### src/hw/tiec_map.svh
// Register map, field positions, reset values and counts of the interval/event/capture timer
// Functional notes
// - Interval match clears counter, keeps counting, raises match
// - Count clock chosen by prescale bits 0 and 1
// - Clock codes: clk, clk/4, clk/256, edge A
// - Interval overflow when compare is FFFF, or on the wrap when compare is below count
// - Interval period is (compare plus one) count clocks
// - Compare below count: run to wrap first
// - Event mode counts valid edges on input A
// - Event count match clears counter, raises match
// - Input A edge chosen by bits 4, 5
// - Edge codes: fall, rise, prohibited, both
// - Event input sampled at clock, seen twice
// - Event counting begins after edge seen twice
// - Capture inputs sampled at count clock, twice
// - Input A edge captures counter into B
// - Input B edge captures into A, raises match
// - Overflow flag held until software clears it
`ifndef TIEC_MAP_SVH
`define TIEC_MAP_SVH

// Byte offsets on the bus
`define TIEC_OFS_MODE 8'h00
`define TIEC_OFS_CTRL 8'h04
`define TIEC_OFS_PRESCALE 8'h08
`define TIEC_OFS_CMP_CAP_A 8'h0C
`define TIEC_OFS_CAP_B 8'h10
`define TIEC_OFS_COUNTER 8'h14
`define TIEC_OFS_STATUS 8'h18

// Mode register codes
`define TIEC_MODE_STOP 2'h0
`define TIEC_MODE_FREE 2'h1
`define TIEC_MODE_CLEAR 2'h2

// Control register: compare/capture A acts as capture
`define TIEC_CTRL_CAP_A_BIT 0

// Prescale/edge-select fields
`define TIEC_CLK_SEL_LO 0
`define TIEC_CLK_SEL_HI 1
`define TIEC_EDGE_A_LO 4
`define TIEC_EDGE_A_HI 5
`define TIEC_EDGE_B_LO 6
`define TIEC_EDGE_B_HI 7

// Count clock codes
`define TIEC_CLK_FULL 2'h0
`define TIEC_CLK_DIV4 2'h1
`define TIEC_CLK_DIV256 2'h2
`define TIEC_CLK_EDGE_A 2'h3

// Edge select codes
`define TIEC_EDGE_FALL 2'h0
`define TIEC_EDGE_RISE 2'h1
`define TIEC_EDGE_BOTH 2'h3

// Status register: overflow flag, write one to clear
`define TIEC_STAT_OVF_BIT 0

// Prescaler: low two bits all ones every 4, all eight every 256
`define TIEC_DIV4_MASK 8'h03
`define TIEC_DIV256_MASK 8'hFF

// Reset values
`define TIEC_RST_8 8'h00
`define TIEC_RST_16 16'h0000
`define TIEC_RST_32 32'h0000_0000
`define TIEC_CNT_MAX 16'hFFFF
`define TIEC_CNT_ONE 16'h0001

`endif

### src/hw/tiec_pkg.sv
// Types shared by the timer files
package tiec_pkg;
  typedef enum logic [1:0] {TIEC_STOPPED, TIEC_FREE_RUN, TIEC_CLEAR_MATCH} tiec_mode_e;
  typedef logic [15:0] tiec_word_t;
  typedef logic [1:0] tiec_sel_t;
endpackage

### src/hw/tiec_edge_filter.sv
// Pin synchroniser, twice-seen level filter and valid-edge detector
`timescale 1ns/10ps
`include "tiec_map.svh"
module tiec_edge_filter
  import tiec_pkg::*;
(
  // Clock and reset
  input wire logic clk_i,
  input wire logic rst_i,
  // Control
  input wire logic enable_i,
  input wire logic sample_en_i,
  input wire tiec_pkg::tiec_sel_t edge_sel_i,
  // Pin and result
  input wire logic pin_i,
  output logic edge_o
);
  import tiec_pkg::*;

  logic sync_a;
  logic sync_b;
  logic samp_a;
  logic samp_b;
  logic level;
  logic next_samp_a;
  logic next_samp_b;
  logic next_level;
  logic next_edge;

  always_comb
  begin
    next_samp_a = samp_a;
    next_samp_b = samp_b;
    next_level = level;
    next_edge = 1'b0;
    if (!enable_i)
    begin
      // Level forced low while stopped, so a high pin at start reads as rising
      next_samp_a = 1'b0;
      next_samp_b = 1'b0;
      next_level = 1'b0;
    end
    else if (sample_en_i)
    begin
      next_samp_a = sync_b;
      next_samp_b = samp_a;
      if (samp_a == samp_b && samp_a != level)
      begin
        next_level = samp_a;
        unique case (edge_sel_i)
          `TIEC_EDGE_FALL: next_edge = !samp_a;
          `TIEC_EDGE_RISE: next_edge = samp_a;
          `TIEC_EDGE_BOTH: next_edge = 1'b1;
          default: next_edge = 1'b0;
        endcase
      end
    end
  end

  always_ff @(posedge clk_i)
  begin
    if (rst_i)
    begin
      sync_a <= 1'b0;
      sync_b <= 1'b0;
      samp_a <= 1'b0;
      samp_b <= 1'b0;
      level <= 1'b0;
      edge_o <= 1'b0;
    end
    else
    begin
      sync_a <= pin_i;
      sync_b <= sync_a;
      samp_a <= next_samp_a;
      samp_b <= next_samp_b;
      level <= next_level;
      edge_o <= next_edge;
    end
  end
endmodule

### src/hw/tiec_timer.sv
// 16-bit interval timer, event counter and pulse-width capture with Wishbone slave
//
// Decided for this implementation: the placing of the registers and register access over Wishbone.
`timescale 1ns/10ps
`include "tiec_map.svh"
module tiec_timer
  import tiec_pkg::*;
(
  // Clock and reset
  input wire logic clk_i,
  input wire logic rst_i,
  // Wishbone classic slave
  input wire logic cyc_i,
  input wire logic stb_i,
  input wire logic we_i,
  input wire logic [7:0] adr_i,
  input wire logic [3:0] sel_i,
  input wire logic [31:0] dat_i,
  output logic [31:0] dat_o,
  output logic ack_o,
  // Edge pins
  input wire logic edge_input_a_i,
  input wire logic edge_input_b_i,
  // Events
  output logic match_irq_o,
  output logic capture_irq_o,
  output logic overflow_flag_o
);
  import tiec_pkg::*;

  function automatic tiec_word_t merge16(input tiec_word_t old, input logic [31:0] dat,
                                         input logic [3:0] sel);
    tiec_word_t res;
    res = old;
    if (sel[0])
    begin
      res[7:0] = dat[7:0];
    end
    if (sel[1])
    begin
      res[15:8] = dat[15:8];
    end
    return res;
  endfunction

  function automatic logic [7:0] merge8(input logic [7:0] old, input logic [31:0] dat,
                                        input logic [3:0] sel);
    return sel[0] ? dat[7:0] : old;
  endfunction

  function automatic tiec_mode_e decode_mode(input logic [7:0] code);
    tiec_mode_e m;
    case (code[1:0])
      `TIEC_MODE_FREE: m = TIEC_FREE_RUN;
      `TIEC_MODE_CLEAR: m = TIEC_CLEAR_MATCH;
      default: m = TIEC_STOPPED;
    endcase
    return m;
  endfunction

  // Software-visible state
  logic [7:0] timer_mode_ctrl_reg;
  logic [7:0] capture_compare_ctrl_reg;
  logic [7:0] prescale_edge_select_reg;
  tiec_word_t compare_capture_a;
  tiec_word_t capture_b;
  tiec_word_t main_counter;
  logic overflow_flag;

  // Next values
  logic [7:0] next_mode_reg;
  logic [7:0] next_ctrl_reg;
  logic [7:0] next_prescale_reg;
  tiec_word_t next_cmp_cap_a;
  tiec_word_t next_capture_b;
  tiec_word_t next_counter;
  logic next_overflow;
  logic next_match_irq;
  logic next_capture_irq;
  logic next_ack;
  logic [31:0] next_dat;
  logic [7:0] prescaler;
  logic [7:0] next_prescaler;

  // Decoded control
  tiec_mode_e mode;
  tiec_sel_t clock_sel;
  tiec_sel_t edge_a_sel;
  tiec_sel_t edge_b_sel;
  logic running;
  logic cap_a_mode;
  logic tick_div4;
  logic tick_div256;
  logic count_tick;
  logic count_en;
  logic filt_sample;
  logic edge_a;
  logic edge_b;
  logic bus_write;
  logic at_match;
  logic at_top;
  logic counting;
  logic clear_ovf;
  logic write_cmp;

  assign mode = decode_mode(timer_mode_ctrl_reg);
  assign running = (mode != TIEC_STOPPED);
  assign cap_a_mode = capture_compare_ctrl_reg[`TIEC_CTRL_CAP_A_BIT];
  assign clock_sel = prescale_edge_select_reg[`TIEC_CLK_SEL_HI:`TIEC_CLK_SEL_LO];
  assign edge_a_sel = prescale_edge_select_reg[`TIEC_EDGE_A_HI:`TIEC_EDGE_A_LO];
  assign edge_b_sel = prescale_edge_select_reg[`TIEC_EDGE_B_HI:`TIEC_EDGE_B_LO];
  assign bus_write = cyc_i && stb_i && we_i && ack_o;
  assign counting = running && count_en;
  assign at_top = (main_counter == `TIEC_CNT_MAX);
  // Write one to clear, only through the low byte lane
  assign clear_ovf = bus_write && (adr_i == `TIEC_OFS_STATUS) && sel_i[0] &&
                     dat_i[`TIEC_STAT_OVF_BIT];
  assign write_cmp = bus_write && (adr_i == `TIEC_OFS_CMP_CAP_A);

  // Prescaler runs freely so the divided ticks have a fixed phase
  assign tick_div4 = ((prescaler & `TIEC_DIV4_MASK) == `TIEC_DIV4_MASK);
  assign tick_div256 = (prescaler == `TIEC_DIV256_MASK);

  always_comb
  begin
    next_prescaler = prescaler + 8'h01;
  end

  always_ff @(posedge clk_i)
  begin
    if (rst_i)
    begin
      prescaler <= `TIEC_RST_8;
    end
    else
    begin
      prescaler <= next_prescaler;
    end
  end

  // Count clock selection
  always_comb
  begin
    unique case (clock_sel)
      `TIEC_CLK_FULL: count_tick = 1'b1;
      `TIEC_CLK_DIV4: count_tick = tick_div4;
      `TIEC_CLK_DIV256: count_tick = tick_div256;
      `TIEC_CLK_EDGE_A: count_tick = 1'b0;
    endcase
  end

  // Event counting filters at the full clock, capture at the count clock
  assign filt_sample = (clock_sel == `TIEC_CLK_EDGE_A) ? 1'b1 : count_tick;
  assign count_en = (clock_sel == `TIEC_CLK_EDGE_A) ? edge_a : count_tick;

  tiec_edge_filter u_filter_a (
    .clk_i(clk_i),
    .rst_i(rst_i),
    .enable_i(running),
    .sample_en_i(filt_sample),
    .edge_sel_i(edge_a_sel),
    .pin_i(edge_input_a_i),
    .edge_o(edge_a)
  );

  tiec_edge_filter u_filter_b (
    .clk_i(clk_i),
    .rst_i(rst_i),
    .enable_i(running),
    .sample_en_i(filt_sample),
    .edge_sel_i(edge_b_sel),
    .pin_i(edge_input_b_i),
    .edge_o(edge_b)
  );

  assign at_match = (mode == TIEC_CLEAR_MATCH) && !cap_a_mode &&
                    (main_counter == compare_capture_a);

  // Configuration registers
  always_comb
  begin
    next_mode_reg = timer_mode_ctrl_reg;
    next_ctrl_reg = capture_compare_ctrl_reg;
    next_prescale_reg = prescale_edge_select_reg;
    if (bus_write)
    begin
      unique case (adr_i)
        `TIEC_OFS_MODE: next_mode_reg = merge8(timer_mode_ctrl_reg, dat_i, sel_i);
        `TIEC_OFS_CTRL: next_ctrl_reg = merge8(capture_compare_ctrl_reg, dat_i, sel_i);
        `TIEC_OFS_PRESCALE: next_prescale_reg = merge8(prescale_edge_select_reg, dat_i, sel_i);
        default:
        begin
        end
      endcase
    end
  end

  always_ff @(posedge clk_i)
  begin
    if (rst_i)
    begin
      timer_mode_ctrl_reg <= `TIEC_RST_8;
      capture_compare_ctrl_reg <= `TIEC_RST_8;
      prescale_edge_select_reg <= `TIEC_RST_8;
    end
    else
    begin
      timer_mode_ctrl_reg <= next_mode_reg;
      capture_compare_ctrl_reg <= next_ctrl_reg;
      prescale_edge_select_reg <= next_prescale_reg;
    end
  end

  // Counter and overflow flag
  always_comb
  begin
    next_counter = main_counter;
    next_overflow = overflow_flag;
    // Software clear first, so a same-cycle hardware set below wins
    if (clear_ovf)
    begin
      next_overflow = 1'b0;
    end
    if (!running)
    begin
      next_counter = `TIEC_RST_16;
    end
    else if (count_en)
    begin
      // Leaving the top value sets the flag, by a match at FFFF or by the wrap
      if (at_top)
      begin
        next_overflow = 1'b1;
      end
      if (at_match)
      begin
        next_counter = `TIEC_RST_16;
      end
      else
      begin
        // Compare below count: no match until after the wrap
        next_counter = main_counter + `TIEC_CNT_ONE;
      end
    end
  end

  always_ff @(posedge clk_i)
  begin
    if (rst_i)
    begin
      main_counter <= `TIEC_RST_16;
      overflow_flag <= 1'b0;
    end
    else
    begin
      main_counter <= next_counter;
      overflow_flag <= next_overflow;
    end
  end

  // Captures and event pulses
  always_comb
  begin
    next_cmp_cap_a = compare_capture_a;
    next_capture_b = capture_b;
    next_match_irq = 1'b0;
    next_capture_irq = 1'b0;
    if (write_cmp)
    begin
      next_cmp_cap_a = merge16(compare_capture_a, dat_i, sel_i);
    end
    if (counting && at_match)
    begin
      next_match_irq = 1'b1;
    end
    // Capture is not possible while input A is the count clock
    if (running && clock_sel != `TIEC_CLK_EDGE_A)
    begin
      if (edge_a)
      begin
        next_capture_b = main_counter;
        next_capture_irq = 1'b1;
      end
      // Capture wins over a software write in the same cycle
      if (edge_b && cap_a_mode)
      begin
        next_cmp_cap_a = main_counter;
        next_match_irq = 1'b1;
      end
    end
  end

  always_ff @(posedge clk_i)
  begin
    if (rst_i)
    begin
      compare_capture_a <= `TIEC_RST_16;
      capture_b <= `TIEC_RST_16;
      match_irq_o <= 1'b0;
      capture_irq_o <= 1'b0;
    end
    else
    begin
      compare_capture_a <= next_cmp_cap_a;
      capture_b <= next_capture_b;
      match_irq_o <= next_match_irq;
      capture_irq_o <= next_capture_irq;
    end
  end

  assign overflow_flag_o = overflow_flag;

  // Bus answer: one wait state, read data registered with ack
  always_comb
  begin
    next_ack = cyc_i && stb_i && !ack_o;
    next_dat = `TIEC_RST_32;
    if (cyc_i && stb_i && !we_i && !ack_o)
    begin
      unique case (adr_i)
        `TIEC_OFS_MODE: next_dat = {24'h00_0000, timer_mode_ctrl_reg};
        `TIEC_OFS_CTRL: next_dat = {24'h00_0000, capture_compare_ctrl_reg};
        `TIEC_OFS_PRESCALE: next_dat = {24'h00_0000, prescale_edge_select_reg};
        `TIEC_OFS_CMP_CAP_A: next_dat = {16'h0000, compare_capture_a};
        `TIEC_OFS_CAP_B: next_dat = {16'h0000, capture_b};
        `TIEC_OFS_COUNTER: next_dat = {16'h0000, main_counter};
        `TIEC_OFS_STATUS: next_dat = {31'h0000_0000, overflow_flag};
        default: next_dat = `TIEC_RST_32;
      endcase
    end
  end

  always_ff @(posedge clk_i)
  begin
    if (rst_i)
    begin
      ack_o <= 1'b0;
      dat_o <= `TIEC_RST_32;
    end
    else
    begin
      ack_o <= next_ack;
      dat_o <= next_dat;
    end
  end
endmodule

### config.mk
export PLATFORM = sky130hd
export DESIGN_NAME = tiec_timer
export DESIGN_NICKNAME = d
export VERILOG_FILES = /design/src/hw/tiec_pkg.sv /design/src/hw/tiec_edge_filter.sv /design/src/hw/tiec_timer.sv
export VERILOG_INCLUDE_DIRS = /design/src /design/src/hw
export SDC_FILE = /design/constraint.sdc
export NUM_CORES = 1
export LEC_CHECK = 0
export BUFFER_PORTS_ARGS = -buffer_cell sky130_fd_sc_hd__buf_2
export CORE_AREA = 2 2 89 125
export CTS_CLUSTER_SIZE = 8
export DETAILED_ROUTE_END_ITERATION = 10
export DIE_AREA = 0 0 91 127
export HOLD_SLACK_MARGIN = 0.12
export PLACE_DENSITY = 0.72
export SETUP_SLACK_MARGIN = 0.15
export SLEW_MARGIN = 20
export SYNTH_ARGS = -nofsm -noshare
export SYNTH_HDL_FRONTEND = slang
export SYNTH_SLANG_ARGS = --single-unit
export TNS_END_PERCENT = 1
### constraint.sdc
create_clock -name clk_i -period 3.95 [get_ports clk_i]
set_input_delay 0.395 -clock clk_i [delete_from_list [all_inputs] [get_ports clk_i]]
set_output_delay 0.395 -clock clk_i [all_outputs]
set_load 0.02 [all_outputs]
Word-level counts from Yosys, hierarchy flattened
Cells that the tools add are included.
{"block": "op_classes", "muxes": 21, "mul": 0, "bitwise_logic": 6, "add_sub_neg": 2, "order_cmp": 0, "eq_ne": 25, "n_reduce_logical": 39, "n_div": 0, "n_shift": 0}
{"operator": "$pmux W16 S7", "count": 1}
{"operator": "$mux W16", "count": 4}
{"operator": "$eq A8 B5 Y1 const B", "count": 3}
{"operator": "$logic_and A1 B1 Y1", "count": 18}
{"operator": "$add A16 B1 Y16 const B", "count": 1}
{"operator": "$eq A16 B16 Y1", "count": 1}
{"operator": "$eq A16 B16 Y1 const B", "count": 1}
{"operator": "$eq A8 B4 Y1 const B", "count": 2}
{"operator": "$mux W8", "count": 2}
{"operator": "$eq A2 B2 Y1 const B", "count": 7}
{"operator": "$mux W1", "count": 10}
{"operator": "$pmux W1 S3", "count": 3}
{"operator": "$reduce_and A3 Y1", "count": 3}
{"operator": "$add A8 B1 Y8 const B", "count": 1}
{"operator": "$eq A2 B1 Y1 const B", "count": 4}
{"operator": "$eq A8 B3 Y1 const B", "count": 1}
{"operator": "$eq A8 B8 Y1 const B", "count": 1}
{"operator": "$logic_not A8 Y1", "count": 1}
{"operator": "$reduce_or A4 Y1", "count": 2}
{"operator": "$logic_not A2 Y1", "count": 3}
{"operator": "$not A1 Y1", "count": 6}
{"operator": "$reduce_and A2 Y1", "count": 3}
{"operator": "$reduce_or A2 Y1", "count": 3}
{"operator": "$logic_not A1 Y1", "count": 5}
{"operator": "5 further kinds", "count": 7}
{"block": "totals", "ram_bits": 0, "romBits": 0, "register_bits": 128, "out_inout_bits": 36, "latch_bits": 0, "n_memories": 0}

Depth between registers and ports, before layout
Gate-level depths: netlist of the first run.
{"block": "depth", "ltp_word": 10, "mapped_depth": 8}

By module
A second synthesis of the first run with hierarchy kept.
{"block": "hier_totals", "hier_cells": 608, "hier_area_um2": 5113.7}
{"mod": "tiec_timer", "instances": 1, "area_per_inst_um2": 4650.7, "seq_area_each_um2": 2001.9, "cells_each": 562}
{"mod": "tiec_edge_filter", "instances": 2, "area_per_inst_um2": 231.5, "seq_area_each_um2": 120.1, "cells_each": 23}

Least setup slack after synthesis of the first run
No wires, ideal clock.
{"block": "synth_path", "path_kind": "flip-flop to flip-flop", "start": "register prescaler[0]", "end": "register main_counter[10]", "required_time_ns": 3.833, "period_less_slack_ns": 1.997, "path_buffers": 1, "path_stages_with_launch": 8, "setup_ns": 0.117, "slack_ns": 1.953, "arrival_time_ns": 1.880, "path_cell_list": "dfxtp_1 > ha_1 > nand4_1 > o21ai_2 > nand2_1 > o31ai_2 > buf_2 > nor2_1"}
{"block": "synth_between", "elab_chain_cells": 3}
{"item": "start: declaration", "line_no": "tiec_timer.sv:82", "rtl": "logic [7:0] prescaler;"}
{"item": "start signal: assignment", "line_no": "tiec_timer.sv:133", "rtl": "prescaler <= `TIEC_RST_8;"}
{"item": "start signal: assignment", "line_no": "tiec_timer.sv:137", "rtl": "prescaler <= next_prescaler;"}
{"item": "$eq A8 B8 Y1 (no source line) or $eq A2 B2 Y1 (tied branches)"}
{"item": "$pmux W1 S3 (*)", "line_no": "tiec_timer.sv:144", "rtl": "unique case (clock_sel)"}
{"item": "$mux W1 (*)", "line_no": "tiec_timer.sv:154", "rtl": "assign count_en = (clock_sel == `TIEC_CLK_EDGE_A) ? edge_a : count_tick;"}
{"item": "end signal: assignment", "line_no": "tiec_timer.sv:251", "rtl": "main_counter <= `TIEC_RST_16;"}
{"item": "end signal: assignment", "line_no": "tiec_timer.sv:256", "rtl": "main_counter <= next_counter;"}
{"item": "end: declaration", "line_no": "tiec_timer.sv:67", "rtl": "tiec_word_t main_counter;"}
Every way passes the cells marked *; elsewhere a longest branch is shown, timed or not.
A chain may end at the register's enable or synchronous reset.

Worst setup path after layout of the first run
{"block": "layout_path", "start": "register prescale_edge_select_reg[0]", "end": "register overflow_flag, in the netlist overflow_flag_o"}
{"block": "layout_between", "elab_chain_cells": 5}
{"item": "start: declaration", "line_no": "tiec_timer.sv:64", "rtl": "logic [7:0] prescale_edge_select_reg;"}
{"item": "start signal: assignment", "line_no": "tiec_timer.sv:204", "rtl": "prescale_edge_select_reg <= `TIEC_RST_8;"}
{"item": "start signal: assignment", "line_no": "tiec_timer.sv:210", "rtl": "prescale_edge_select_reg <= next_prescale_reg;"}
{"item": "$eq A2 B2 Y1, or another cell as far along", "line_no": "tiec_timer.sv:144"}
{"item": "$pmux W1 S3", "line_no": "tiec_timer.sv:144"}
{"item": "$mux W1 (*)", "line_no": "tiec_timer.sv:154"}
{"item": "$mux W1 (*)", "line_no": "tiec_timer.sv:228", "rtl": "else if (count_en)"}
{"item": "$mux W1 (*)", "line_no": "tiec_timer.sv:224", "rtl": "if (!running)"}
{"item": "end signal: assignment", "line_no": "tiec_timer.sv:257", "rtl": "overflow_flag <= next_overflow;"}
{"item": "end: declaration", "line_no": "tiec_timer.sv:68", "rtl": "logic overflow_flag;"}
Marked as above.

==> results_dict.tcl, run 1 <==
set metrics [dict create \
    rsz0062_at_grt "no" \
    setup_slack_ns 1.55 \
    critPathLaunchType "flip-flop" \
    vdd_drop_max_mv 0.187 \
    drc_errors 0 \
    syn_area_per_cell_um2 8.34 \
    firstDrtPassIters 5 \
    cts_buffers 9 \
    yosysSeqAreaShare_pct 43.7 \
    maxSlewViolCount 0 \
    period_needed_ns 2.40 \
    drive_gt1_share_pct 12.9 \
    post-synth-top-count-cell "nand2_1" \
    viasPerCell 5.62 \
    skew_ns 0.00542 \
    crit_family "compound AO/OA/AOI/OAI gates" \
    ys_warn_count 0 \
    die_x_um 91 \
    drv_cap 0 \
    htreeDepth 3 \
    fin_nets 687 \
    syn_to_final_growth_pct 9.13 \
    clk_path_buf_depth 2 \
    grt_start_max_net_pins 73 \
    critPathSlowestCell "o21a_1" \
    synth_xor_area_share_pct 6.66 \
    finalHoldViolCount 0 \
    synth_compound_area_share_pct 13.4 \
    worstSetupPathType "reg -> reg" \
    synth_seq_cells 112 \
    wl_per_cell_um 16.2 \
    worst_pin_slew_ns 0.941 \
    synthArstFlopShare_pct 0 \
    grt_usage_pct 21.7 \
    path_cells "inv_1 -> ha_1 -> a211oi_1 -> o21a_1 -> nor2_1 -> nand4b_1 -> a21oi_1" \
    synth_top_area_cell "dfxtp_1" \
    top_level_ports 87 \
    postCtsHoldBufs 0 \
    io_buffers 52 \
    required_ns 4.15 \
    relSlewSlack_pct 37.0 \
    grt_pass1_vias 4107 \
    slowest_delay_ns 0.66 \
    power_leakage_uw 0.00199 \
    routabilityCongestion 0.861 \
    drtIter0Drc 346 \
    cts_tree "done" \
    setup_violations 0 \
    antenna_found_initial 0 \
    synth_edf_count 0 \
    status "completed" \
    crit_buf_inv 1 \
    ctsResizeCount 0 \
    end_kind "flip-flop" \
    cts.sinks 112 \
    fmax_mhz 416 \
    gr-total-overflow 0 \
    arrival_ns 2.60 \
    antenna_left 0 \
    ff_latch_area_um2 2240 \
    root_buffer "clkbuf_16" \
    dp_slack_ns 1.29 \
    hold_ws_ns 0.264 \
    initial_core_util_pct 49.5 \
    synth.area.top_cells "dfxtp_1 (44%), nand2_1 (8.6%), a21oi_1 (6.2%)" \
    min_period_over_period_pct 60.8 \
    final_util_pct 54.1 \
    clkLatencyLatePin_ns 0.34 \
    insertedDiodeCount 0 \
    multi_input_area_um2 2610 \
    clk_pin_slew_ns 0.07 \
    die_area_um2 11600 \
    num_vias 4342 \
    wirelength_um 12500 \
    synth-adder-area-share_pct 1.46 \
    layout.filler_cells 991 \
    synth_top_family_by_area "simple AND/OR/NAND/NOR gates" \
    crit_fanout 20 \
    die-height_um 127 \
    synth_top_area_share_pct 43.7 \
    synthMuxAreaShare_pct 5.27 \
    synth-simple-area-share_pct 22.6 \
    hpwl_um 8890 \
    syn_area_um2 5130 \
    cts_setup_buffers 0 \
    placementRows 44 \
    p_per_area_nw_per_um2 368 \
    yosysUniqueCellTypes 44 \
    setup_tns_ns 0 \
    hold_path.class "in -> reg" \
    synth_commonest_cells "nand2_1 (118), dfxtp_1 (112), a21oi_1 (64)" \
    syn-instance-count 615 \
    power_uw 2060 \
    core_area_um2 10300 \
    synthFlopType "dfxtp_1" \
    grt_pass1_wl_um 20400 \
]
worst paths after layout:
kind,startpoint,to,slack (ns),cells after the start
max,prescale_edge_select_reg[0]$_SDFFE_PP0P_,overflow_flag_o$_SDFF_PP0_,1.55,7
min reg2reg,u_filter_b.sync_a$_SDFF_PP0_,u_filter_b.sync_b$_SDFF_PP0_,0.44,1
min,edge_input_b_i,u_filter_b.sync_a$_SDFF_PP0_,0.26,2
max reg2reg,prescale_edge_select_reg[0]$_SDFFE_PP0P_,overflow_flag_o$_SDFF_PP0_,1.55,7
power breakdown:
| part | switching, µW | internal [µW] | total [µW] |
|---|---|---|---|
| Clock | 404 | 445 | 849 |
| Sequential | 3.04 | 1130 | 1140 |
| Combinational | 53.8 | 21.8 | 75.6 |
| Total | 461 | 1600 | 2060 |
area by class of cell:
class                   instances  share of cell area (%)
flip-flops and latches        112                    40.1
repair buffers                 54                    4.92
well taps                     138                    3.09
inverters                       7                   0.470
clock buffers                  11                    4.34
clock inverters                 5                   0.559
multi-input cells             446                    46.6
through the flow:
stage / cells / area (µm²)
final: 773 / 5600
after global routing: 773 / 5600
after CTS: 773 / 5590
after detailed placement: 757 / 5310
after global placement: 757 / 5310
after floorplan: 630 / 5180
cell usage in the layout, fill, tap and decap left out, types with 16 or more instances in the layout:
master,instances
dfxtp_1,112
xnor2_1,19
conb_1,16
nand2_1,118
xor2_1,20
a22oi_1,22
nand3_1,18
buf_2,52
a21oi_1,64
mux2i_1,18
a211oi_1,17
nor2_1,52
cells by family after synthesis:
kind of cell / Yosys count
xor+xnor: 39
simple gates: 249
other cells: 1
compound gates: 114
mux: 22
fa+ha+maj: 6
flops: 112
buf+inv: 72
metal layers:
metal	up-vias	routed length, µm	track usage (%)	part of all wire [%]
met1	2072	5120	27.0	41
met3	17	586	3.60	4.7
met5	-	0	0	0
met4	0	277	7.75	2.2
li1	2104	-	-	-
met2	149	6510	37.9	52
(Power assumes the default switching activity.)
==> run 2, diff against run 1 <==
ABC_AREA = 1   (was unset)
CORE_AREA = 2 2 92 130   (was 2 2 89 125)
DIE_AREA = 0 0 94 132   (was 0 0 91 127)
clock period = 2.3 ns   (was 3.95 ns; I/O delays follow)
==> run 2 against run 1 <==
Sequential power up 71%. Via count up 13%. Synthesized cell count up 25%. Clock skew up 0.0015 ns. Die area up 7.4%. Sequential share of layout area down 3.7 points. Critical path type unchanged. Largest power group unchanged. Highest routed layer unchanged.
==> results_dict.tcl, run 2 <==
set metrics [dict create \
    status "completed" \
    synth.area.top_cells "dfxtp_1 (41%), nand2_1 (9.7%), inv_1 (6.2%)" \
    antenna_left 0 \
    num_vias 4890 \
    wirelength_um 13400 \
    p_per_area_nw_per_um2 597 \
    hpwl_um 9690 \
    layout_common_cells "nand2_1 (143), dfxtp_1 (112), inv_1 (92)" \
    rsz0062_at_grt "no" \
    die-height_um 132 \
    critPathSlowestCell "dfxtp_1" \
    clkLatencyLatePin_ns 0.36 \
    syn_to_final_growth_pct 11.5 \
    worstSetupPathType "reg -> reg" \
    yosysSeqAreaShare_pct 40.6 \
    grt_start_max_net_pins 59 \
    period_needed_ns 1.93 \
    crit_buf_inv 3 \
    syn_area_per_cell_um2 7.19 \
    setup_violations 0 \
    clk_path_buf_depth 2 \
    wl_per_cell_um 13.9 \
    skew_ns 0.00696 \
    routabilityCongestion 0.875 \
    top_level_ports 87 \
    syn-instance-count 769 \
    cts.sinks 112 \
    syn_area_um2 5530 \
    finalHoldViolCount 0 \
    hold_ws_ns 0.138 \
    worst_pin_slew_ns 0.565 \
    firstDrtPassIters 5 \
    synth_edf_count 0 \
    cts_tree "done" \
    grt_pass1_wl_um 21800 \
    vdd_drop_max_mv 0.414 \
    insertedDiodeCount 0 \
    die_area_um2 12400 \
    slowest_delay_ns 0.41 \
    arrival_ns 2.17 \
    synthArstFlopShare_pct 0 \
    post-synth-top-count-cell "nand2_1" \
    ys_warn_count 0 \
    clk_pin_slew_ns 0.07 \
    min_period_over_period_pct 83.8 \
    dp_slack_ns 0.322 \
    drive_gt1_share_pct 17.0 \
    crit_family "simple AND/OR/NAND/NOR gates" \
    final_common_cell "nand2_1" \
    synth_commonest_cells "nand2_1 (143), dfxtp_1 (112), inv_1 (92)" \
    yosysUniqueCellTypes 39 \
    fmax_mhz 519 \
    drc_errors 0 \
    core_area_um2 11200 \
    end_kind "flip-flop" \
    drtIter0Drc 282 \
    grt_pass1_vias 4584 \
    path_cells "inv_1 -> ha_1 -> nor2_1 -> nand2_1 -> inv_1 -> nand2_2 -> nand2_4 -> inv_4 -> nand4_4 -> nand2_4 -> nor2_1" \
    placementRows 46 \
    setup_tns_ns 0 \
    ff_latch_area_um2 2240 \
    maxSlewViolCount 0 \
    critPathLaunchType "flip-flop" \
    drv_cap 0 \
    grt_usage_pct 22.3 \
    antenna_found_initial 0 \
    multi_input_area_um2 2680 \
    gr-total-overflow 0 \
    io_buffers 52 \
    power_leakage_uw 0.00268 \
    hold_path.class "in -> reg" \
    root_buffer "clkbuf_16" \
    die_x_um 94 \
    crit_fanout 13 \
    layout.filler_cells 1111 \
    initial_core_util_pct 49.2 \
    cts_buffers 9 \
    required_ns 2.54 \
    relSlewSlack_pct 62.4 \
    synth_top_area_share_pct 40.6 \
    setup_slack_ns 0.372 \
    synth_seq_cells 112 \
    htreeDepth 3 \
    viasPerCell 5.06 \
    fin_nets 874 \
    synthFlopType "dfxtp_1" \
    synth_top_area_cell "dfxtp_1" \
]
[run 2: cell types whose count changed after synthesis, moves of 18 or more]
cell      delta
mux2i_1     -18
nor2_2      +21
nor2_1      +36
o21ai_0     +52
nand3_1     +27
nand2_1     +25
inv_1       +85
a22oi_1     -22
clkbuf_1    -30
[run 2: final timing paths]
check / startpoint / to / slack [ns] / cells after the start
max: prescale_edge_select_reg[0]$_SDFFE_PP0P_ / main_counter[4]$_SDFFE_PP0P_ / 0.37 / 11
min reg2reg: u_filter_b.sync_a$_SDFF_PP0_ / u_filter_b.sync_b$_SDFF_PP0_ / 0.41 / 2
max reg2reg: prescale_edge_select_reg[0]$_SDFFE_PP0P_ / main_counter[4]$_SDFFE_PP0P_ / 0.37 / 11
min: stb_i / ack_o$_SDFF_PP0_ / 0.14 / 3
[run 2: layer usage]
| layer | global-route usage, % | routed length, µm | up-vias |
|---|---|---|---|
| li1 | - | - | 2515 |
| met4 | 9.98 | 464 | 0 |
| met5 | 0 | 0 | - |
| met2 | 37.8 | 6680 | 131 |
| met1 | 28.0 | 5730 | 2217 |
| met3 | 2.74 | 564 | 27 |
[run 2: timing repair]
item,4_1_cts,5_1_grt
buffers inserted,0,0
gates resized for setup,0,1
setup endpoints to repair,0,6
hold buffers,2,0
hold endpoints to repair,2,0
[run 2: cell type report]
class	instances	area share [%]
Clock buffer	11	3.94
Clock inverter	5	0.914
Inverter	105	6.46
Multi-Input combinational cell	525	43.4
Sequential cell	112	36.4
Tap cell	144	2.92
Timing Repair Buffer	64	5.97
[run 2: stage by stage]
stage | util, % | instances | area (µm²) | power (µW)
after global routing | 54.9 | 966 | 6160 | 3780
after CTS | 54.9 | 966 | 6160 | 3690
after floorplan | - | 784 | 5580 | 2100
after detailed placement | 52.1 | 948 | 5840 | 2130
after global placement | 52.1 | 948 | 5840 | 2130
final | 54.9 | 966 | 6160 | 3680
[run 2: where the power goes]
part	total (µW)	leakage, µW	switching, µW	internal, µW
Sequential	1950	0.000903	4.78	1950
Clock	1590	0.000145	718	874
Combinational	134	0.00163	93.0	41.2
Total	3680	0.00268	816	2860
[run 2: worst min-delay path, stage by stage]
cell     delay (ns)
buf_2          0.11
nand2_1        0.07
nor3_1         0.04
[run 2: cell families after synthesis]
logic type,synth area share (%)
and+or+nand+nor,30.4
buffers and inverters,12.0
AOI/OAI and AO/OA,12.7
DFF,40.6
xor gates and xnor gates,2.85
adders and majority gates,1.36
other,0.0679
